## src/logic/ber_pkg.sv

```systemverilog
// Package with register map, field layout and constants of the error-rate tester.
package ber_pkg;
    localparam logic [15:0] ADDR_CTL_TWO = 16'h1106;
    localparam logic [15:0] ADDR_BIT_CNT_B0 = 16'h1107;
    localparam logic [15:0] ADDR_BIT_CNT_B1 = 16'h1108;
    localparam logic [15:0] ADDR_BIT_CNT_B2 = 16'h1109;
    localparam logic [15:0] ADDR_BIT_CNT_B3 = 16'h110A;
    localparam logic [15:0] ADDR_ERR_CNT_B0 = 16'h110B;
    localparam logic [15:0] ADDR_ERR_CNT_B1 = 16'h110C;
    localparam logic [15:0] ADDR_ERR_CNT_B2 = 16'h110D;
    localparam logic [15:0] ADDR_STATUS = 16'h110E;
    localparam logic [15:0] ADDR_MASK = 16'h110F;

    localparam logic [7:0] CTL_TWO_RESET = 8'h00;
    localparam logic [6:0] MASK_RESET = 7'h00;
    localparam logic [6:0] STATUS_RESET = 7'h00;

    // Field positions in the control two register.
    localparam int RATE_MSB = 7;
    localparam int RATE_LSB = 5;
    localparam int SINGLE_ERR_BIT = 4;
    localparam int LEN_MSB = 3;
    localparam int LEN_LSB = 0;

    // Status and mask bit positions.
    localparam int ST_IN_SYNC = 0;
    localparam int ST_SYNC_LOST = 1;
    localparam int ST_ALL_ZEROS = 2;
    localparam int ST_ALL_ONES = 3;
    localparam int ST_ERR_OVF = 4;
    localparam int ST_BIT_OVF = 5;
    localparam int ST_ERR_DET = 6;

    localparam logic [5:0] REPEAT_LEN_BASE = 6'h11;
    localparam logic [5:0] RUN_LIMIT = 6'h20;
    localparam logic [5:0] SYNC_MATCH_LAST = 6'h1F;

    localparam logic [23:0] RATE_1E1 = 24'h00000A;
    localparam logic [23:0] RATE_1E2 = 24'h000064;
    localparam logic [23:0] RATE_1E3 = 24'h0003E8;
    localparam logic [23:0] RATE_1E4 = 24'h002710;
    localparam logic [23:0] RATE_1E5 = 24'h0186A0;
    localparam logic [23:0] RATE_1E6 = 24'h0F4240;
    localparam logic [23:0] RATE_1E7 = 24'h989680;

    typedef enum logic {BER_SEARCH, BER_LOCKED} ber_sync_t;

    // Number of generated bits between two injected errors; zero means off.
    function automatic logic [23:0] ber_rate_period(input logic [2:0] code);
        case (code)
            3'h1: ber_rate_period = RATE_1E1;
            3'h2: ber_rate_period = RATE_1E2;
            3'h3: ber_rate_period = RATE_1E3;
            3'h4: ber_rate_period = RATE_1E4;
            3'h5: ber_rate_period = RATE_1E5;
            3'h6: ber_rate_period = RATE_1E6;
            3'h7: ber_rate_period = RATE_1E7;
            default: ber_rate_period = 24'h000000;
        endcase
    endfunction
endpackage

```

## src/logic/ber_tester.sv

```systemverilog
// Error injection, counting, status and mask logic of the error-rate tester.
`timescale 1ns/1ps
`default_nettype none

module ber_tester
    import ber_pkg::*;
(
    input wire logic CLK,
    input wire logic RST_N,
    input wire logic CE,
    input wire logic [15:0] ADDR,
    input wire logic WR_EN,
    input wire logic RD_EN,
    input wire logic [7:0] WDATA,
    output logic [7:0] RDATA,
    input wire logic PRBS_MODE,
    input wire logic COUNT_LATCH_PULSE,
    input wire logic FORCE_SEARCH_PULSE,
    input wire logic TX_VALID,
    input wire logic TX_BIT,
    output logic TX_OUT_VALID,
    output logic TX_OUT_BIT,
    input wire logic RX_VALID,
    input wire logic RX_BIT,
    input wire logic RX_EXPECTED,
    output logic [5:0] REPEAT_LEN,
    output logic SEARCHING,
    output logic IRQ
);
    typedef struct packed {
        logic [7:0] ctl2;
        logic [6:0] mask;
        logic [6:0] status;
        logic [31:0] bit_cnt;
        logic [23:0] err_cnt;
        logic [31:0] bit_hold;
        logic [23:0] err_hold;
        logic [23:0] rate_cnt;
        logic sbe_prev;
        logic sbe_pend;
        logic latch_prev;
        logic rsync_prev;
        ber_sync_t sync;
        logic searching;
        logic [5:0] match_cnt;
        logic [5:0] run_cnt;
        logic run_val;
        logic ones_cond;
        logic zeros_cond;
        logic [7:0] rdata;
        logic tx_vld;
        logic tx_bit;
        logic [5:0] rep_len;
        logic irq;
    } ber_state_t;

    ber_state_t s_r;
    ber_state_t s_nxt;

    logic [23:0] period;
    logic [6:0] set_ev;
    logic [6:0] clr_ev;
    logic inject;
    logic err_hit;
    logic bit_inc;
    logic latch_edge;
    logic search_edge;
    logic ones_new;
    logic zeros_new;
    logic [5:0] run_new;

    always_comb begin
        s_nxt = s_r;
        set_ev = 7'h00;
        clr_ev = 7'h00;
        inject = 1'b0;
        err_hit = 1'b0;
        bit_inc = 1'b0;
        run_new = s_r.run_cnt;
        ones_new = s_r.ones_cond;
        zeros_new = s_r.zeros_cond;
        period = ber_rate_period(s_r.ctl2[RATE_MSB:RATE_LSB]);
        latch_edge = COUNT_LATCH_PULSE & ~s_r.latch_prev;
        search_edge = FORCE_SEARCH_PULSE & ~s_r.rsync_prev;

        // Register writes.
        if (WR_EN) begin
            case (ADDR)
                ADDR_CTL_TWO: s_nxt.ctl2 = WDATA;
                ADDR_MASK: s_nxt.mask = WDATA[6:0];
                default: ;
            endcase
        end

        // Pattern length goes to the generator, dropped for PRBS.
        if (PRBS_MODE) begin
            s_nxt.rep_len = 6'h00;
        end else begin
            s_nxt.rep_len = {2'h0, s_r.ctl2[LEN_MSB:LEN_LSB]}
                + REPEAT_LEN_BASE;
        end

        // Single error is armed on the edge and spent on the next bit.
        s_nxt.sbe_prev = s_r.ctl2[SINGLE_ERR_BIT];
        if (s_r.ctl2[SINGLE_ERR_BIT] & ~s_r.sbe_prev) begin
            s_nxt.sbe_pend = 1'b1;
        end

        // Transmit path with error injection.
        s_nxt.tx_vld = TX_VALID;
        if (TX_VALID) begin
            if (period != 24'h000000) begin
                if (s_r.rate_cnt >= period - 24'h000001) begin
                    s_nxt.rate_cnt = 24'h000000;
                    inject = 1'b1;
                end else begin
                    s_nxt.rate_cnt = s_r.rate_cnt + 24'h000001;
                end
            end else begin
                s_nxt.rate_cnt = 24'h000000;
            end
            if (s_r.sbe_pend) begin
                inject = 1'b1;
                s_nxt.sbe_pend = 1'b0;
            end
            s_nxt.tx_bit = TX_BIT ^ inject;
        end

        // Receive checker: search, lock and forced force_search_pulse.
        s_nxt.rsync_prev = FORCE_SEARCH_PULSE;
        if (search_edge) begin
            s_nxt.sync = BER_SEARCH;
            s_nxt.match_cnt = 6'h00;
        end else if (RX_VALID) begin
            if (s_r.sync == BER_SEARCH) begin
                if (RX_BIT != RX_EXPECTED) begin
                    s_nxt.match_cnt = 6'h00;
                end else if (s_r.match_cnt == SYNC_MATCH_LAST) begin
                    s_nxt.sync = BER_LOCKED;
                    s_nxt.match_cnt = 6'h00;
                end else begin
                    s_nxt.match_cnt = s_r.match_cnt + 6'h01;
                end
            end else begin
                bit_inc = 1'b1;
                err_hit = RX_BIT != RX_EXPECTED;
            end
        end

        // Condition flags fire on every change of the sync state.
        if (s_nxt.sync != s_r.sync) begin
            set_ev[ST_SYNC_LOST] = 1'b1;
            set_ev[ST_IN_SYNC] = 1'b1;
        end
        // A forced restart while already searching is still a new search.
        if (search_edge) begin
            set_ev[ST_SYNC_LOST] = 1'b1;
        end
        s_nxt.searching = s_nxt.sync == BER_SEARCH;

        // Runs of equal received bits for all-ones and all-zeros.
        if (RX_VALID) begin
            if (RX_BIT != s_r.run_val) begin
                run_new = 6'h01;
            end else if (s_r.run_cnt != RUN_LIMIT) begin
                run_new = s_r.run_cnt + 6'h01;
            end
            s_nxt.run_val = RX_BIT;
            s_nxt.run_cnt = run_new;
            ones_new = RX_BIT & (run_new == RUN_LIMIT);
            zeros_new = ~RX_BIT & (run_new == RUN_LIMIT);
        end
        s_nxt.ones_cond = ones_new;
        s_nxt.zeros_cond = zeros_new;
        set_ev[ST_ALL_ONES] = ones_new != s_r.ones_cond;
        set_ev[ST_ALL_ZEROS] = zeros_new != s_r.zeros_cond;

        // Counters, overflow and latch into the readable copies.
        set_ev[ST_ERR_DET] = err_hit;
        // A latch clears the counters instead of wrapping them.
        set_ev[ST_BIT_OVF] = bit_inc & ~latch_edge & (&s_r.bit_cnt);
        set_ev[ST_ERR_OVF] = err_hit & ~latch_edge & (&s_r.err_cnt);
        s_nxt.latch_prev = COUNT_LATCH_PULSE;
        if (latch_edge) begin
            s_nxt.bit_hold = s_r.bit_cnt;
            s_nxt.err_hold = s_r.err_cnt;
            s_nxt.bit_cnt = 32'h00000000;
            s_nxt.err_cnt = 24'h000000;
        end else begin
            if (bit_inc) begin
                s_nxt.bit_cnt = s_r.bit_cnt + 32'h00000001;
            end
            if (err_hit) begin
                s_nxt.err_cnt = s_r.err_cnt + 24'h000001;
            end
        end

        // Register reads; reading status clears it, but new events win.
        if (RD_EN) begin
            case (ADDR)
                ADDR_CTL_TWO: s_nxt.rdata = s_r.ctl2;
                ADDR_BIT_CNT_B0: s_nxt.rdata = s_r.bit_hold[7:0];
                ADDR_BIT_CNT_B1: s_nxt.rdata = s_r.bit_hold[15:8];
                ADDR_BIT_CNT_B2: s_nxt.rdata = s_r.bit_hold[23:16];
                ADDR_BIT_CNT_B3: s_nxt.rdata = s_r.bit_hold[31:24];
                ADDR_ERR_CNT_B0: s_nxt.rdata = s_r.err_hold[7:0];
                ADDR_ERR_CNT_B1: s_nxt.rdata = s_r.err_hold[15:8];
                ADDR_ERR_CNT_B2: s_nxt.rdata = s_r.err_hold[23:16];
                ADDR_STATUS: begin
                    s_nxt.rdata = {1'b0, s_r.status};
                    clr_ev = 7'h7F;
                end
                ADDR_MASK: s_nxt.rdata = {1'b0, s_r.mask};
                default: s_nxt.rdata = 8'h00;
            endcase
        end
        s_nxt.status = (s_r.status & ~clr_ev) | set_ev;
        s_nxt.irq = |(s_nxt.status & s_r.mask);
    end

    // Clock enable low freezes every flip-flop of the block.
    always_ff @(posedge CLK or negedge RST_N) begin
        if (!RST_N) begin
            s_r <= '0;
            s_r.ctl2 <= CTL_TWO_RESET;
            s_r.mask <= MASK_RESET;
            s_r.status <= STATUS_RESET;
            s_r.sync <= BER_SEARCH;
            s_r.searching <= 1'b1;
        end else if (CE) begin
            s_r <= s_nxt;
        end
    end

    assign RDATA = s_r.rdata;
    assign TX_OUT_VALID = s_r.tx_vld;
    assign TX_OUT_BIT = s_r.tx_bit;
    assign REPEAT_LEN = s_r.rep_len;
    assign SEARCHING = s_r.searching;
    assign IRQ = s_r.irq;
endmodule

`default_nettype wire

```

## config.mk

```make
export PLATFORM = sky130hd
export DESIGN_NAME = ber_tester
export DESIGN_NICKNAME = d
export VERILOG_FILES = /design/src/logic/ber_pkg.sv /design/src/logic/ber_tester.sv
export SDC_FILE = /design/constraint.sdc
export NUM_CORES = 1
export LEC_CHECK = 0
export BUFFER_PORTS_ARGS = -buffer_cell sky130_fd_sc_hd__buf_2
export CAP_MARGIN = 30
export CORE_UTILIZATION = 45
export CTS_BUF_LIST = sky130_fd_sc_hd__clkbuf_8
export DETAILED_ROUTE_END_ITERATION = 12
export PLACE_DENSITY_LB_ADDON = 0.12
export SYNTH_ARGS = -nofsm -noshare
export SYNTH_HDL_FRONTEND = slang
export SYNTH_SLANG_ARGS = --single-unit
```

## constraint.sdc

```tcl
create_clock -name CLK -period 4.35 [get_ports CLK]
set_input_delay 0.2175 -clock CLK [delete_from_list [all_inputs] [get_ports CLK]]
set_output_delay 0.2175 -clock CLK [all_outputs]
set_load 0.01 [all_outputs]
```

* Word level (Yosys, flattened, before mapping)
Cells that the tools add are included.
** Word-level totals
- Input bits :: 37
- Register bits after elaboration :: 196
- Output and inout bits :: 18
- Logic and storage cells :: 134
** Operators by class
- Add/sub/neg operators :: 7
- Mux-type cells :: 40
- Bitwise logic cells :: 20
- Reductions and logical operators :: 16
- Equal/unequal tests :: 26
- $lt $le $gt $ge :: 1
** Operators by type and width (number)
- case mux 24 bit (7 select lines) :: 1
- equality test 16 x 13 -> 1 bit, second input constant :: 10
- case mux 8 bit (10 select lines) :: 1
- 2-to-1 mux 24 bit :: 3
- 2-to-1 mux 56 bit :: 1
- 2-to-1 mux 6 bit :: 9
- adder 24 x 1 -> 24 bit, second input constant :: 2
- adder 32 x 1 -> 32 bit, second input constant :: 1
- 2-to-1 mux 32 bit :: 1
- AND reduction 32 bit :: 1
- greater-or-equal comparator 24 bit :: 1
- AND reduction 24 bit :: 1
- nonzero test 24 bit :: 1
- subtractor 24 x 1 -> 24 bit, second input constant :: 1
- 2-to-1 mux 1 bit :: 21
- AND 7 bit :: 2
- 2-to-1 mux 7 bit :: 2
- adder 6 x 1 -> 6 bit, second input constant :: 2
- equality test 3 bit, second input constant :: 4
- AND reduction 2 bit :: 6
- AND 1 bit :: 9
- AND reduction 3 bit :: 3
- inverter 7 bit :: 1
- bitwise OR 7 bit :: 1
- 13 further kinds :: 25

* Longest topological paths before layout
- Depth in word-level cells :: 12
- Gate-level depth with buffers :: 18
- Mapped depth without buffers :: 15

* Worst setup path after synthesis
OpenSTA, ideal clock, no wires.
- Path kind :: reg-to-reg
- Start :: reg s_r[194] (netlist name)
- End :: reg s_r[52] (netlist name)
- Buffers on the path :: 4
- Data arrival time :: 3643 ps
- Library setup time :: 66 ps
- Required time :: 4284 ps
- Path slack :: 641 ps
- Cell stages (with the launch flop) :: 18
- Period minus slack after synthesis :: 3709 ps
- Cells stage by stage :: dfrtp_1 -> clkbuf_1 -> clkbuf_1 -> nand2b_1 -> ha_1 -> inv_1 -> a21o_1 -> a221oi_1 -> ha_1 -> or4_1 -> o2111ai_1 -> o21bai_1 -> a21oi_1 -> or2_1 -> clkbuf_2 -> buf_2 -> o21ai_0 -> a22o_1
** Between the ends
- Longest elaborated chain between the ends :: 6
- Elaborated cells between the ends (all ways) :: 13
- Those cells by class :: add/sub (1); order compare (1); eq/ne (7); mux (3); reduce/logical (1)
** RTL lines
- from (decl) :: RTL line ber_tester.sv:57 : ber_state_t s_r;
- from (signal assigned) :: RTL line ber_tester.sv:231 : s_r <= s_nxt;
- equality test 3 bit (tied with other cells) :: RTL line ber_pkg.sv:50 : case (code)
- case mux 24 bit (7 select lines) (*) :: RTL line ber_pkg.sv:50
- subtractor 24 x 1 -> 24 bit :: RTL line ber_tester.sv:113 : if (s_r.rate_cnt >= period - 24'h000001) begin
- greater-or-equal comparator 24 bit :: RTL line ber_tester.sv:113
- 2-to-1 mux 24 bit :: RTL line ber_tester.sv:113
- 2-to-1 mux 24 bit (*) :: RTL line ber_tester.sv:112 : if (period != 24'h000000) begin
Mark *: on every way between the ends. The rest lies on a longest branch, timed or not.
A chain may end at the register's enable or synchronous reset.

* Final worst setup path
- Start :: reg s_r[193] (netlist name)
- End :: reg s_r[45] (netlist name)
The elaborated chain is that of the path after synthesis.

==> qor.csv <==
metric,value,unit
CTS Buffer Depth,2,
Die ar.,24000,um^2
fin worst setup slack,0.453,ns
reg-to-reg startpoint,s_r[193],
H-tree levels,4,
Clock Sinks,196,
global-route wire length before repair,41100,um
vias,7884,
IO buf count,54,
most frequent cells after synthesis,"dfrtp_1 (195), nor2_1 (105), mux2_2 (83), nand2_1 (80), o21ai_0 (78)",
max-cap violation count,0,
min-delay worst type,input pin to flop,
setup violators final,0,
number of synthesized flops with an enable pin,0,
Power Total,3.46,mW
Power Dens Cells,301,nW/um^2
"Remaining Overflow, GRT",0,
Total Wirelength,25000,um
Fmax,0.257,GHz
layout cells sized above 1,0.185,
setup tns final,0,ns
CTS root buffer,clkbuf_8,
Die Ht,155,um
Initial Util,0.463,
hold_sp,WDATA[6],
Hold Path Stages,2,
"count leader, synth",dfrtp_1,
post-place setup slack,0.506,ns
Final Hold Viols,0,
clk_lat worst skew,0.49,ns
Yosys top cell area share,0.463,
outcome,"finished, final reports clean",
register area share after synthesis,0.466,
LEAKAGE,5.40,nW
Critical Path Fanout Max,13,
crit end category,flop,
relative slew slack,0.412,
ANT cells,0,
synthesized area per cell,10.1,um^2
synth unique cells,69,
"Slowest-stage cell, CP",or4_1,
Required @ worst endpoint,4.78,ns
RSZ-0062 raised after global routing,false,
dominant synthesized flop cell,dfrtp_1,
worst-margin pin slew,0.873,ns
dpl hpwl,17900,um
area of the core,22800,um^2
Crit path max-delay family,simple AND/OR/NAND/NOR gates,
CP max stage delay,0.50,ns
Rows,55,
WS Path Type,flop to flop,
Synth async-reset ratio,1.00,
Max VDD drop,0.000172,V
Initial DRC Count,516,
GRT Overall Usage,0.220,
worst flop-to-flop path endpoint,s_r[45],
Clock transition at path regs,0.11,ns
vias in the first global route,7516,
"setup slack, reg-to-reg",0.45,ns
initial antenna violation count,0,
max-slew violations,0,
Synth Instances,1042,
Avg WL per Cell,17.9,um
crit share post-route,0.896,
Syn Nets,1111,
final clock skew,0.0229,ns
"Cell Chain, Critical Path",buf_4 -> nor3_1 -> inv_1 -> nor2_1 -> a221oi_1 -> ha_1 -> or4_1 -> o2111ai_1 -> o21bai_1 -> a21oi_1 -> nor3_2 -> buf_4 -> a22o_1,
CP Launch Type,flop,
cells on worst reg2reg path,13,
nets@finish,1144,
worst setup path start,s_r[193],
minimum clock period,3.90,ns
most frequent CP cell,buf_4,
synthesis-stage register bit count,196,
Netlist Area Pre-Place,10500,um^2
Area Growth Syn to Fin,9.00,%
Antenna Nets Post-Route,0,
synth top area cells,"dfrtp_1 (46%), mux2_2 (8.9%), ha_1 (3.8%)",
YS warnings,0,
io pins,55,
Min-Delay Endpoint,s_r[187],
RePlAce Congestion,0.818,
top cell type by total area after synthesis,dfrtp_1,
WP data arrival,4.33,ns
CTS Buf Count,17,
pin count of the biggest net entering global routing,102,
TritonCTS clock tree,yes,
drt drc,0,
CP bufs+invs,3,
total iterations of the first detailed-routing run,5,
vias per cell,5.63,
die width,155,um
flip-flops by register name, indices dropped and copies added, names as in the netlist:
signal and flops:
RDATA 8, IRQ 1, s_nxt 1, TX_OUT_VALID 1, SEARCHING 1, REPEAT_LEN 6, TX_OUT_BIT 1, s_r 177
worst reg2reg max path, stage by stage, from the launching register on:
cell       delay, ns
dfrtp_1         0.43
buf_4           0.19
nor3_1          0.46
inv_1           0.14
nor2_1          0.38
a221oi_1        0.10
ha_1            0.29
or4_1           0.50
o2111ai_1       0.11
o21bai_1        0.13
a21oi_1         0.17
nor3_2          0.50
buf_4           0.30
a22o_1          0.16
metrics by stage:
step                utilization  cells  hold slack (ns)  cell area [um^2]
floorplan                     -   1042          -0.0781             10500
global placement          0.482   1361            0.362             11000
detailed placement        0.482   1361            0.369             11000
CTS                       0.504   1401         0.000135             11500
global route              0.504   1401         0.000261             11500
finish                    0.504   1401           0.0193             11500
worst max-delay path by stage:
stage / end / slack [ns] / depth (start not counted)
after CTS: s_r[45] / 0.48 / 13
after floorplan: s_r[52] / 0.64 / 17
after global placement: s_r[43] / 0.62 / 13
after global routing: s_r[45] / 0.12 / 13
final: s_r[45] / 0.45 / 13
after detailed placement: s_r[45] / 0.51 / 13
repair_timing:
item                      4_1_cts  5_1_grt
buffers inserted                0        0
resized for setup               0        0
hold endpoints to repair      111        0
hold buffers                    8        0
cell families (layout without fill, tap and decap cells):
kind of cell,after synthesis,count (layout),synth area share
adders and majority gates,32,32,0.0380
muxes,98,98,0.112
AOI/OAI and AO/OA,208,208,0.127
DFF,196,196,0.466
buffers and inverters,81,127,0.0376
and+or+nand+nor,378,378,0.178
xor gates and xnor gates,49,49,0.0407
area by class of cell:
class	instances	area, um^2
repair buffers	70	432
inverters	25	93.8
fillers	2100	11300
well taps	313	392
clock inverters	15	185
clock buffers	17	234
multi-input cells	765	5240
flip-flops and latches	196	4910
layer usage:
metal  global-route usage  share of wire  vias up
li1                     -              -     3837
met1                0.315           0.49     3897
met2                0.351           0.47      120
met3               0.0343          0.030       30
met4               0.0523          0.013        0
met5                    0              0        -
placed cells by master, fill, tap and decap left out, types with 10 or more instances in the layout:
master and instances:
xnor2_1 22, a211oi_1 11, nand3_1 41, or3_1 24, ha_1 32, a21o_1 10
a21oi_1 39, nor2_1 105, a22o_1 27, buf_2 53, dfrtp_1 195, and3_1 18
nand4_1 21, xor2_1 27, mux2_2 83, o21ai_0 78, clkbuf_8 18, inv_1 24
nor3_1 25, nand2_1 80, nor2b_1 18
power by group:
part           leakage, nW  switching (mW)  internal [mW]  total, mW
Clock                0.211           0.760          0.493       1.25
Sequential            2.70          0.0560           1.86       1.92
Combinational         2.49           0.179          0.107      0.286
Total                 5.40           0.995           2.46       3.46
Power figures use the tool's default switching activity.
